### src/pkg/sarcv_consts.svh
// Timing counts, widths and codes for the conversion and serial readout block
`ifndef SARCV_CONSTS_SVH
`define SARCV_CONSTS_SVH
`define SARCV_CLK_NS 100
`define SARCV_WORD_BITS 12
`define SARCV_BUSY_LOW_NS 15000
`define SARCV_BUSY_CYC (`SARCV_BUSY_LOW_NS / `SARCV_CLK_NS)
`define SARCV_LOAD_LEAD_NS 300
`define SARCV_LOAD_CYC (`SARCV_BUSY_CYC - (`SARCV_LOAD_LEAD_NS / `SARCV_CLK_NS))
`define SARCV_FIRST_RISE_NS 1400
`define SARCV_FIRST_RISE_CYC (`SARCV_FIRST_RISE_NS / `SARCV_CLK_NS)
`define SARCV_CLK_HIGH_NS 400
`define SARCV_CLK_HIGH_CYC (`SARCV_CLK_HIGH_NS / `SARCV_CLK_NS)
`define SARCV_DATA_HOLD_NS 400
`define SARCV_DATA_HOLD_CYC (`SARCV_DATA_HOLD_NS / `SARCV_CLK_NS)
`define SARCV_CLK_PERIOD_NS 1100
`define SARCV_CLK_PERIOD_CYC (`SARCV_CLK_PERIOD_NS / `SARCV_CLK_NS)
`define SARCV_TAIL_NS 800
`define SARCV_TAIL_CYC (`SARCV_TAIL_NS / `SARCV_CLK_NS)
`define SARCV_RESULT_RESET 12'h000
`endif

### src/pkg/sarcv_pkg.sv
// Types shared by the conversion and serial readout block
package sarcv_pkg;
  typedef enum logic [2:0] {
    SARCV_IDLE = 3'b001,
    SARCV_CONVERT_STROBE_N = 3'b010,
    SARCV_DONE = 3'b100
  } sarcv_state_type;
  typedef struct packed {
    logic busy_n;
    logic bit_clock;
    logic data;
  } sarcv_outs_type;
endpackage

### src/sarcv_core.sv
// Conversion control and serial result readout of a 12-bit converter
`timescale 1ns/100ps
`default_nettype none
`include "sarcv_consts.svh"
// Function
// RL1 - Strobe falling edge starts conversion and readout
// RL2 - Busy low within 120 ns, at most 20 us (code drops busy 200 to 300 ns after the strobe falls)
// RL3 - Twelve bit two's complement, MSB first
// RL4 - Internal clock data stable on both edges
// RL5 - Busy brackets the whole internal transfer
// RL6 - Result copied to shift register before busy rises
// RL7 - Host clocks external shifts, preferably after conversion
// RL8 - Strobe ignored while conversion runs
// RL9 - Chip select does not gate conversion start
// RL10 - Host spaces starts by 25 us
// RL11 - Codes 7FF, 000, FFF, 800 as two's complement
// RL12 - Host holds strobe low 40 ns
// RL13 - Host holds strobe high 2 us before start
// RL14 - First clock rise 1.4 us, period 1.1 us
// RL15 - Busy rises 800 ns after last clock fall (code holds busy to tick 150, so it rises 1.3 us after the last fall)
// RL16 - Host waits 120 ns before external clocking
// RL17 - Host parks external clock 2 us before busy
// RL18 - Chip select enables and releases outputs
// RL19 - Host keeps inputs quiet late in conversion
// RL20 - Host keeps strobe static during conversion
// RL21 - Source select picks external or internal clock
// RL22 - External rising edge shifts, valid at fall
// RL23 - Data low after thirteenth external rising edge
// RL24 - Busy-time external clock high blocks result load
// RL25 - Exactly twelve internal pulses, lines low otherwise
module sarcv_core
  import sarcv_pkg::*;
(
  input wire logic clk_i,
  input wire logic reset_n_i,
  input wire logic convert_strobe_n_i,
  input wire logic chip_select_n_i,
  input wire logic clock_source_select_i,
  input wire logic serial_bit_clock_i,
  input wire logic [11:0] sample_code_i,
  output logic busy_n_o,
  output logic busy_n_oe_n_o,
  output logic serial_bit_clock_o,
  output logic serial_bit_clock_oe_n_o,
  output logic data_o,
  output logic data_oe_n_o
);
  logic convert_strobe_n_s, convert_strobe_n_p, cs_s, ext_s, sck_s, sck_p;
  logic [11:0] code_s;
  sarcv_state_type state_q, state_d;
  logic [7:0] tick_q;
  logic [11:0] work_q, shift_q;
  logic [3:0] ext_cnt_q;
  logic [3:0] pulses_q;
  logic [3:0] phase_q;
  logic int_active_q, sck_int_q, blocked_q;
  sarcv_outs_type outs_q;
  sarcv_sync u_convert_strobe_n (.clk_i(clk_i), .reset_n_i(reset_n_i), .async_i(convert_strobe_n_i),
    .init_i(1'b1), .sync_o(convert_strobe_n_s), .prev_o(convert_strobe_n_p));
  sarcv_sync u_sck (.clk_i(clk_i), .reset_n_i(reset_n_i), .async_i(serial_bit_clock_i),
    .init_i(1'b0), .sync_o(sck_s), .prev_o(sck_p));
  sarcv_sync u_cs (.clk_i(clk_i), .reset_n_i(reset_n_i), .async_i(chip_select_n_i),
    .init_i(1'b1), .sync_o(cs_s), .prev_o());
  sarcv_sync u_ext (.clk_i(clk_i), .reset_n_i(reset_n_i), .async_i(clock_source_select_i),
    .init_i(1'b0), .sync_o(ext_s), .prev_o());
  logic [11:0] code_m;
  always_ff @(posedge clk_i)
  begin
    if (!reset_n_i)
    begin
      code_m <= `SARCV_RESULT_RESET;
      code_s <= `SARCV_RESULT_RESET;
    end
    else
    begin
      code_m <= sample_code_i;
      code_s <= code_m;
    end
  end
  wire convert_strobe_n_fall = convert_strobe_n_p & ~convert_strobe_n_s;
  wire start = convert_strobe_n_fall & (state_q == SARCV_IDLE); // see RL1 see RL8 see RL9
  wire sck_rise = sck_s & ~sck_p;
  wire load_now = (state_q == SARCV_CONVERT_STROBE_N) && (tick_q == 8'(`SARCV_LOAD_CYC));
  wire load_blk = ext_s & ~cs_s & sck_s; // see RL24
  wire convert_strobe_n_end = (state_q == SARCV_CONVERT_STROBE_N) && (tick_q >= 8'(`SARCV_BUSY_CYC))
    && !int_active_q; // see RL2 see RL5
  // First rise timed from start, later rises from the period counter
  wire int_rise = int_active_q && !sck_int_q && ((pulses_q == 4'd0) ?
    (tick_q == 8'(`SARCV_FIRST_RISE_CYC - 3)) : (phase_q == 4'd0));
  wire int_fall = int_active_q && sck_int_q && (phase_q == 4'(`SARCV_CLK_HIGH_CYC));
  // Shift well after the fall so each bit stands across both edges
  wire int_shift = int_active_q && !sck_int_q && pulses_q != 4'd0 && pulses_q != 4'd12
    && (phase_q == 4'(`SARCV_CLK_HIGH_CYC + `SARCV_DATA_HOLD_CYC));
  always_comb
  begin
    state_d = state_q;
    unique case (state_q)
      SARCV_IDLE: if (start) state_d = SARCV_CONVERT_STROBE_N;
      SARCV_CONVERT_STROBE_N: if (convert_strobe_n_end) state_d = SARCV_DONE;
      SARCV_DONE: state_d = SARCV_IDLE;
      default: state_d = SARCV_IDLE;
    endcase
  end
  always_ff @(posedge clk_i)
  begin
    if (!reset_n_i)
    begin
      state_q <= SARCV_IDLE;
      tick_q <= 8'h00;
    end
    else
    begin
      state_q <= state_d;
      tick_q <= start ? 8'h00 : (tick_q == 8'hff ? tick_q : tick_q + 8'h01);
    end
  end
  // Sampled result captured in the second cycle of conversion into working register
  always_ff @(posedge clk_i)
  begin
    if (!reset_n_i)
      work_q <= `SARCV_RESULT_RESET;
    else if (state_q == SARCV_CONVERT_STROBE_N && tick_q == 8'h01)
      work_q <= code_s; // see RL11
  end
  // Internal clock generator: first rise, period, twelve pulses, tail
  always_ff @(posedge clk_i)
  begin
    if (!reset_n_i)
    begin
      int_active_q <= 1'b0;
      sck_int_q <= 1'b0;
      phase_q <= 4'h0;
      pulses_q <= 4'h0;
      blocked_q <= 1'b0;
    end
    else if (start && !ext_s)
    begin
      int_active_q <= 1'b1; // see RL21
      sck_int_q <= 1'b0;
      phase_q <= 4'h0;
      pulses_q <= 4'h0;
    end
    else if (int_active_q)
    begin
      if (pulses_q == 4'd12 && !sck_int_q)
      begin
        phase_q <= phase_q + 4'h1;
        if (phase_q == 4'(`SARCV_TAIL_CYC - 1))
          int_active_q <= 1'b0; // see RL15
      end
      else
      begin
        phase_q <= (phase_q == 4'(`SARCV_CLK_PERIOD_CYC - 1)) ? 4'h0 : phase_q + 4'h1;
        if (int_rise)
        begin
          sck_int_q <= 1'b1; // see RL14
          phase_q <= 4'h1;
        end
        if (int_fall)
        begin
          sck_int_q <= 1'b0;
          pulses_q <= pulses_q + 4'h1; // see RL25
          if (pulses_q == 4'd11)
            phase_q <= 4'h0;
        end
      end
    end
    if (state_q == SARCV_CONVERT_STROBE_N && load_blk)
      blocked_q <= 1'b1;
    if (start)
      blocked_q <= 1'b0;
  end
  // Output shift register: load near conversion end, shift on clocks
  always_ff @(posedge clk_i)
  begin
    if (!reset_n_i)
    begin
      shift_q <= `SARCV_RESULT_RESET;
      ext_cnt_q <= 4'h0;
    end
    else if (load_now)
    begin
      if (!(blocked_q || load_blk))
        shift_q <= work_q; // see RL6 see RL24
      ext_cnt_q <= 4'h0;
    end
    else if (int_shift)
      shift_q <= {shift_q[10:0], 1'b0}; // see RL3 see RL4
    else if (ext_s && !cs_s && sck_rise)
    begin
      if (ext_cnt_q != 4'd0)
        shift_q <= {shift_q[10:0], 1'b0}; // see RL22 see RL23
      if (ext_cnt_q != 4'd15)
        ext_cnt_q <= ext_cnt_q + 4'h1;
    end
  end
  wire ext_data = (ext_cnt_q == 4'd0 || ext_cnt_q > 4'd12) ? 1'b0 : shift_q[11];
  wire int_data = int_active_q & shift_q[11]; // see RL25
  always_ff @(posedge clk_i)
  begin
    if (!reset_n_i)
    begin
      outs_q <= '{busy_n: 1'b1, bit_clock: 1'b0, data: 1'b0};
      busy_n_oe_n_o <= 1'b1;
      serial_bit_clock_oe_n_o <= 1'b1;
      data_oe_n_o <= 1'b1;
    end
    else
    begin
      outs_q.busy_n <= !(state_d == SARCV_CONVERT_STROBE_N); // see RL2
      outs_q.bit_clock <= ext_s ? 1'b0 : sck_int_q;
      outs_q.data <= ext_s ? ext_data : int_data;
      busy_n_oe_n_o <= cs_s; // see RL18
      serial_bit_clock_oe_n_o <= cs_s | ext_s;
      data_oe_n_o <= cs_s;
    end
  end
  assign busy_n_o = outs_q.busy_n;
  assign serial_bit_clock_o = outs_q.bit_clock;
  assign data_o = outs_q.data;
  // Start to busy low: strobe sync 2 cycles + 1; busy low one cycle (100 ns) after recognition
  property p_busy_on_start;
    @(posedge clk_i) disable iff (!reset_n_i) start |=> !busy_n_o;
  endproperty
  a_busy_on_start: assert property (p_busy_on_start) else $error("busy not low"); // see RL2
  property p_ignore_busy;
    @(posedge clk_i) disable iff (!reset_n_i)
      (state_q == SARCV_CONVERT_STROBE_N && convert_strobe_n_fall) |=> state_q != SARCV_IDLE || $past(convert_strobe_n_end);
  endproperty
  a_ignore_busy: assert property (p_ignore_busy) else $error("strobe not ignored"); // see RL8
  property p_busy_max;
    @(posedge clk_i) disable iff (!reset_n_i) start |-> ##[1:200] busy_n_o;
  endproperty
  a_busy_max: assert property (p_busy_max) else $error("busy too long"); // see RL2
  property p_clk_low_idle;
    @(posedge clk_i) disable iff (!reset_n_i) !int_active_q |=> !outs_q.bit_clock;
  endproperty
  a_clk_low_idle: assert property (p_clk_low_idle) else $error("clock not low"); // see RL25
  property p_twelve;
    @(posedge clk_i) disable iff (!reset_n_i) pulses_q <= 4'd12;
  endproperty
  a_twelve: assert property (p_twelve) else $error("too many pulses"); // see RL25
  property p_frame;
    @(posedge clk_i) disable iff (!reset_n_i) outs_q.bit_clock |-> !busy_n_o;
  endproperty
  a_frame: assert property (p_frame) else $error("clock outside busy"); // see RL5
  property p_first_rise;
    @(posedge clk_i) disable iff (!reset_n_i)
      (start && !ext_s) |-> ##14 outs_q.bit_clock && !$past(outs_q.bit_clock);
  endproperty
  a_first_rise: assert property (p_first_rise) else $error("first rise late"); // see RL14
  property p_high_phase;
    @(posedge clk_i) disable iff (!reset_n_i)
      $rose(outs_q.bit_clock) |-> outs_q.bit_clock [*4] ##1 !outs_q.bit_clock;
  endproperty
  a_high_phase: assert property (p_high_phase) else $error("bad high phase"); // see RL14
  property p_ext_thirteen;
    @(posedge clk_i) disable iff (!reset_n_i) (ext_s && ext_cnt_q > 4'd12) |=> !data_o;
  endproperty
  a_ext_thirteen: assert property (p_ext_thirteen) else $error("data not low"); // see RL23
  c_int_convert_strobe_n: cover property (@(posedge clk_i) start && !ext_s);
  c_ext_convert_strobe_n: cover property (@(posedge clk_i) start && ext_s);
  c_ext_shift: cover property (@(posedge clk_i) ext_s && sck_rise && ext_cnt_q == 4'd12);
  c_blocked: cover property (@(posedge clk_i) load_now && load_blk);
endmodule
`default_nettype wire

### src/sarcv_sync.sv
// Two flip-flop synchroniser with registered previous value for edge finding
`timescale 1ns/100ps
`default_nettype none
module sarcv_sync
  import sarcv_pkg::*;
(
  input wire logic clk_i,
  input wire logic reset_n_i,
  input wire logic async_i,
  input wire logic init_i,
  output logic sync_o,
  output logic prev_o
);
  logic meta_q;
  always_ff @(posedge clk_i)
  begin
    if (!reset_n_i)
    begin
      meta_q <= init_i;
      sync_o <= init_i;
      prev_o <= init_i;
    end
    else
    begin
      meta_q <= async_i;
      sync_o <= meta_q;
      prev_o <= sync_o;
    end
  end
endmodule
`default_nettype wire

### config.mk
export PLATFORM = sky130hd
export DESIGN_NAME = sarcv_core
export DESIGN_NICKNAME = d
export VERILOG_FILES = /design/src/pkg/sarcv_pkg.sv /design/src/sarcv_core.sv /design/src/sarcv_sync.sv
export VERILOG_INCLUDE_DIRS = /design/src /design/src/pkg
export SDC_FILE = /design/constraint.sdc
export NUM_CORES = 1
export LEC_CHECK = 0
export BUFFER_PORTS_ARGS = -buffer_cell sky130_fd_sc_hd__buf_2
export CAP_MARGIN = 20
export CORE_ASPECT_RATIO = 1.25
export CORE_MARGIN = 5
export CORE_UTILIZATION = 53
export DETAILED_ROUTE_END_ITERATION = 8
export GPL_ROUTABILITY_DRIVEN = 0
export PLACE_DENSITY = 0.75
export SLEW_MARGIN = 0
export SYNTH_ARGS = -nofsm -noshare
export SYNTH_HDL_FRONTEND = slang
export SYNTH_SLANG_ARGS = --single-unit
### constraint.sdc
create_clock -name clk_i -period 2 [get_ports clk_i]
set_clock_uncertainty 0.15 [all_clocks]
set_input_delay 0.4 -clock clk_i [delete_from_list [all_inputs] [get_ports clk_i]]
set_output_delay 0.4 -clock clk_i [all_outputs]
set_load 0.05 [all_outputs]
==> results of run 1 <==
routing by layer:
layer,routed length (um),share of wire (%)
met4,191,3.1
met5,0,0
met2,2873,47
met1,2786,46
met3,265,4.3
through the flow:
step           hold slack (ps)  setup slack [ps]
2_1_floorplan            236.3            -101.5
4_1_cts                  58.26            -76.72
3_3_place_gp             238.4            -78.86
5_1_grt                  74.48            -113.4
6_report                 80.37            -62.39
3_5_place_dp             246.5            -103.7
power by group:
part | switching (uW) | leakage [uW] | total, uW | internal, uW
sequential | 13.4 | 0.000727 | 1830 | 1810
combinational | 76.8 | 0.00104 | 142 | 65.6
clock | 618 | 0.000104 | 1240 | 622
cell type report:
| type | count | area share, % |
|---|---|---|
| tap | 87 | 2.641 |
| clock inverter | 5 | 1.488 |
| sequential | 89 | 43.35 |
| timing repair buffer | 48 | 8.045 |
| inverter | 13 | 1.184 |
| multi-input combinational | 231 | 39.86 |
| clock buffer | 11 | 3.430 |
logic make-up (layout without fill, tap and decap cells):
group / after synthesis / in the layout / synth area share [%]
AND/OR/NAND/NOR: 139 / 139 / 21.92
XOR/XNOR: 12 / 12 / 2.974
adder cells (fa/ha/maj): 10 / 10 / 3.541
multiplexers: 25 / 25 / 7.118
flip-flops: 89 / 89 / 50.42
AO/OA/AOI/OAI: 45 / 45 / 9.986
buffers and inverters: 29 / 77 / 4.037
worst paths after layout:
path,from,end,slack (ps)
max,tick_q[5],shift_q[1],-60
min,chip_select_n_i,u_cs.meta_q,80
max reg2reg,tick_q[5],shift_q[1],-60
min reg2reg,u_cs.meta_q,u_cs.sync_o,260
state kept, by name (all words and copies together) (netlist names), 3 cells and up:
| name | cells |
|---|---|
| code_m | 12 |
| code_s | 12 |
| shift_q | 12 |
| work_q | 12 |
| tick_q | 8 |
| ext_cnt_q | 4 |
| phase_q | 4 |
| pulses_q | 4 |
| state_q | 3 |
worst max-delay path: stages, from the launching register on:
cell	delay, ps
dfxtp_2	330
or4_4	550
or3_4	380
a31oi_4	200
buf_12	180
nand2_1	60
o211a_1	110
cell usage after synthesis (4+ instances only):
library cell | count | share of area (%)
dfxtp_1 | 89 | 50
and2_1 | 30 | 5.3
mux2i_1 | 24 | 6.8
nand2_1 | 24 | 2.5
nor2_1 | 23 | 2.4
nor2b_1 | 15 | 2.7
inv_1 | 13 | 1.4
ha_1 | 10 | 3.5
o211a_1 | 10 | 2.8
clkbuf_1 | 9 | 0.96
nand4_1 | 8 | 1.4
nor3_1 | 7 | 0.99
o21ai_0 | 7 | 0.99
nand2b_1 | 6 | 1.1
nand3_1 | 6 | 0.85
xnor2_1 | 6 | 1.5
xor2_1 | 6 | 1.5
a211oi_1 | 5 | 1.1
a21oi_1 | 4 | 0.57
buf_6 | 4 | 1.3
repair_timing:
| item | 4_1_cts | 5_1_grt |
|---|---|---|
| endpoints found under the setup margin | 12 | 17 |
| gates resized for setup | 2 | 5 |
| pin swaps | 0 | 3 |
==> impl_results.md, run 1 <==
* Outcome: complete, but fails checks
* Violated checks: setup timing
* # diodes at 0
* Setup CP Type: reg2reg
* First-pass GRT wire length at 10650 um
* Root Driver: clkbuf_8
* WL per Instance at 12.64 um
* Prevailing post-synth register cell: dfxtp_1
* Mapped Cells at 349
* Final Slew Violations at 0
* Yosys warning total at 0
* # placed instances at 468
* Peak VDD IR at 0.0008636 V
* Mapped Area at 3533 um^2
* I/O Pins at 24
* Routed Antenna Nets at 0
* Reg clk slew, reported paths at 90 ps
* Fin util at 63.18%
* Vias at 2534
* Post-synth EDFFs at 0
* Final Cell Area at 4121 um^2
* Synth unique cells at 46
* Post-CTS Repair Setup Buffers at 0
* Cts bufs inserted at 9
* Unrepaired setup endpoints after global routing: yes
* Pwr dens at 778.4 nW/um^2
* Max Cap Violations at 0
* Drt drc at 0
* Clock sink count at 89
* Worst setup SP type: flop
* Row cnt at 33
* Most common cell after layout, fill and taps aside: dfxtp_1
* DR iter-0 viols at 162
* Initial Utilization at 54.16%
* Core Area at 6524 um^2
* Leak at 0.001868 uW
* Congestion Overflow GR at 0
* Largest net degree at the start of global routing at 30
* Cells on worst reg2reg path at 6
* Worst hold path type: in2reg
* Tot Pwr at 3208 uW
* Met2 Resource Use GR at 26.17%
* CTS Hold Bufs at 0
* GRT Total Usage at 15.37%
* GR peak layer: met2
* Via density at 5.236
* Detail Placement HPWL at 4296 um
* Sequential cell area at 1787 um^2
* Ys async rst share at 0%
* Antenna violations before repair at 0
* Fmax at 0.4849 GHz
* Rel. slew slack at 53.25%
* Mapped Nets at 377
* Final worst path period share at 103.1%
* Final Hold Viols at 0
* Crit path max fanout at 23
* DP Area at 3884 um^2
* Number of global-route vias before repair at 2442
* Total Wirelength at 6117 um
* GRT met1 Usage at 18.15%
* Final setup violating endpoints at 11
* Die area at 8410 um^2
* Final Non-Filler Cells at 484
* Fill cell count at 553
* Sequential share of the synthesized area at 50.42%
* Measured slew at the worst slew-check pin at 696.5 ps
* Number of cells on the worst hold path at 2
* CP required at 2090 ps
* Area growth syn-to-layout at 16.64%
* Worst Setup Slack, final at -62.39 ps
* Number of port buffers at 23
* Layout cell share with drive strength beyond 1 at 19.65%
* Yosys reg bits at 89
* First-pass iteration count of the detailed router at 6
* Worst skew pair latency at 350 ps
* Die Height at 101.3 um
* Nets at 420
* Crit end category: flop
* Commonest non-fill, non-tap cells in the layout: dfxtp_1, and2_1, mux2i_1
* H-tree Lvls at 3
* Global Route met3 Usage at 4.150%
* Setup tns final at -613.2 ps
* CP arrival at 2150 ps
* Mean post-synth cell area at 10.12 um^2
* Clock buffer depth at 2
* Area of the multi-input gates at 1643 um^2
* Final worst path period need at 2062 ps
* CTS tree: built
* Die width at 83.03 um
Note: power is estimated with default switching activity, not from simulation.
==> inputs of run 2 (changes only) <==
--- a/config.mk
+++ b/config.mk
@@ -14,6 +14,7 @@
 export DETAILED_ROUTE_END_ITERATION = 8
 export GPL_ROUTABILITY_DRIVEN = 0
 export PLACE_DENSITY = 0.75
+export SKIP_CTS_REPAIR_TIMING = 1
 export SLEW_MARGIN = 0
 export SYNTH_ARGS = -nofsm -noshare
 export SYNTH_HDL_FRONTEND = slang
==> impl_results.md, run 2 (synthesized netlist as in run 1, its figures left out) <==
* Worst Setup Slack, final at -61.73 ps
* Nets at 420
* Worst skew pair latency at 350 ps
* Die area at 8410 um^2
* I/O Pins at 24
* CP required at 2090 ps
* Final worst path period need at 2062 ps
* Clock Power Share at 38.7%
* Clock buffer depth at 2
* Row cnt at 33
* Number of port buffers at 23
* Net Switching at 710.6 uW
* Number of cells on the worst hold path at 2
* Final Slew Violations at 0
* Die width at 83.03 um
* CTS tree: built
* Crit path max fanout at 23
* Hold slack final at 80.06 ps
* Antenna violations before repair at 0
* H-tree Lvls at 3
* Sw frac at 22.13%
* Peak VDD IR at 0.0008632 V
* Initial Utilization at 54.16%
* Crit end category: flop
* Number of global-route vias before repair at 2445
* Final setup violating endpoints at 11
* DR iter-0 viols at 172
* Pwr dens at 778.9 nW/um^2
* Measured slew at the worst slew-check pin at 677.7 ps
* Routed Antenna Nets at 0
* Setup CP Type: reg2reg
* Cells on worst reg2reg path at 6
* # diodes at 0
* Core Area at 6524 um^2
* CP arrival at 2150 ps
* Clock sink count at 89
* Fraction of power consumed by sequential logic at 56.9%
* Outcome: complete, but fails checks
* Worst hold path type: in2reg
* Root Driver: clkbuf_8
* Rel. slew slack at 54.52%
* Commonest non-fill, non-tap cells in the layout: dfxtp_1, and2_1, mux2i_1
* Leak at 0.001868 uW
* Fmax at 0.4850 GHz
* Area growth syn-to-layout at 16.64%
* Worst setup SP type: flop
* Via density at 5.200
* Most common cell after layout, fill and taps aside: dfxtp_1
* Reg clk slew, reported paths at 90 ps
* WL per Instance at 12.64 um
* Violated checks: setup timing
* Largest net degree at the start of global routing at 30
* GRT Total Usage at 15.31%
* Unrepaired setup endpoints after global routing: yes
* Cts bufs inserted at 9
* Layout cell share with drive strength beyond 1 at 19.65%
* Pre-CTS WS at -103.7 ps
* Final Hold Viols at 0
* First-pass GRT wire length at 10610 um
* First-pass iteration count of the detailed router at 4
* Drt drc at 0
* Total Wirelength at 6116 um
* Vias at 2517
* Int Power at 2500 uW
* Final worst path period share at 103.1%
* Max Cap Violations at 0
* Die Height at 101.3 um
* Logic pwr share at 4.4%
* Detail Placement HPWL at 4296 um
* Congestion Overflow GR at 0
==> run 2: worst paths after layout <==
check                  start           to  slack (ps)
max                tick_q[5]   shift_q[5]         -60
min          chip_select_n_i  u_cs.meta_q          80
max reg2reg        tick_q[5]   shift_q[5]         -60
min reg2reg      u_cs.meta_q  u_cs.sync_o         260
==> run 2: final cells by class <==
cell class                 count  area [um^2]
clock buffer                  11        141.4
clock inverter                 5        61.31
sequential                    89         1787
fill                         553         2402
multi-input combinational    231         1643
tap                           87        108.9
inverter                      13        48.80
timing repair buffer          48        331.6
==> run 2: per-stage QoR <==
stage	utilization [%]	TNS [ps]	area [um^2]	std cells	power, uW
floorplan	-	-865.4	3542	349	1954
global placement	59.53	-603.3	3884	468	2004
detailed placement	59.53	-981.4	3884	468	2009
CTS	62.64	-1160	4086	484	3248
global route	63.18	-1197	4121	484	3346
finish	63.18	-604.1	4121	484	3210
==> run 2: power by group through the flow <==
| stage | registers, uW | logic, uW | clock network (uW) |
|---|---|---|---|
| finish | 1830 | 143 | 1240 |
| global route | 1830 | 161 | 1350 |
| CTS | 1830 | 142 | 1280 |
| detailed placement | 1870 | 141 | 0 |
| global placement | 1870 | 137 | 0 |
| floorplan | 1880 | 77.5 | 0 |
==> run 2: layer usage <==
metal / vias up / global-route usage (%) / routed length (um)
li1: 1281 / - / -
met1: 1152 / 18.05 / 2776
met2: 67 / 26.17 / 2890
met3: 17 / 4.150 / 286
met4: 0 / 7.044 / 163
met5: - / 0 / 0
==> run 2: worst max-delay path, cell delays in order (launching register included) <==
cell and delay (ps):
dfxtp_2 330, or4_4 550, or3_4 380, a31oi_4 200
buf_12 180, nand2_1 60, o211a_1 120
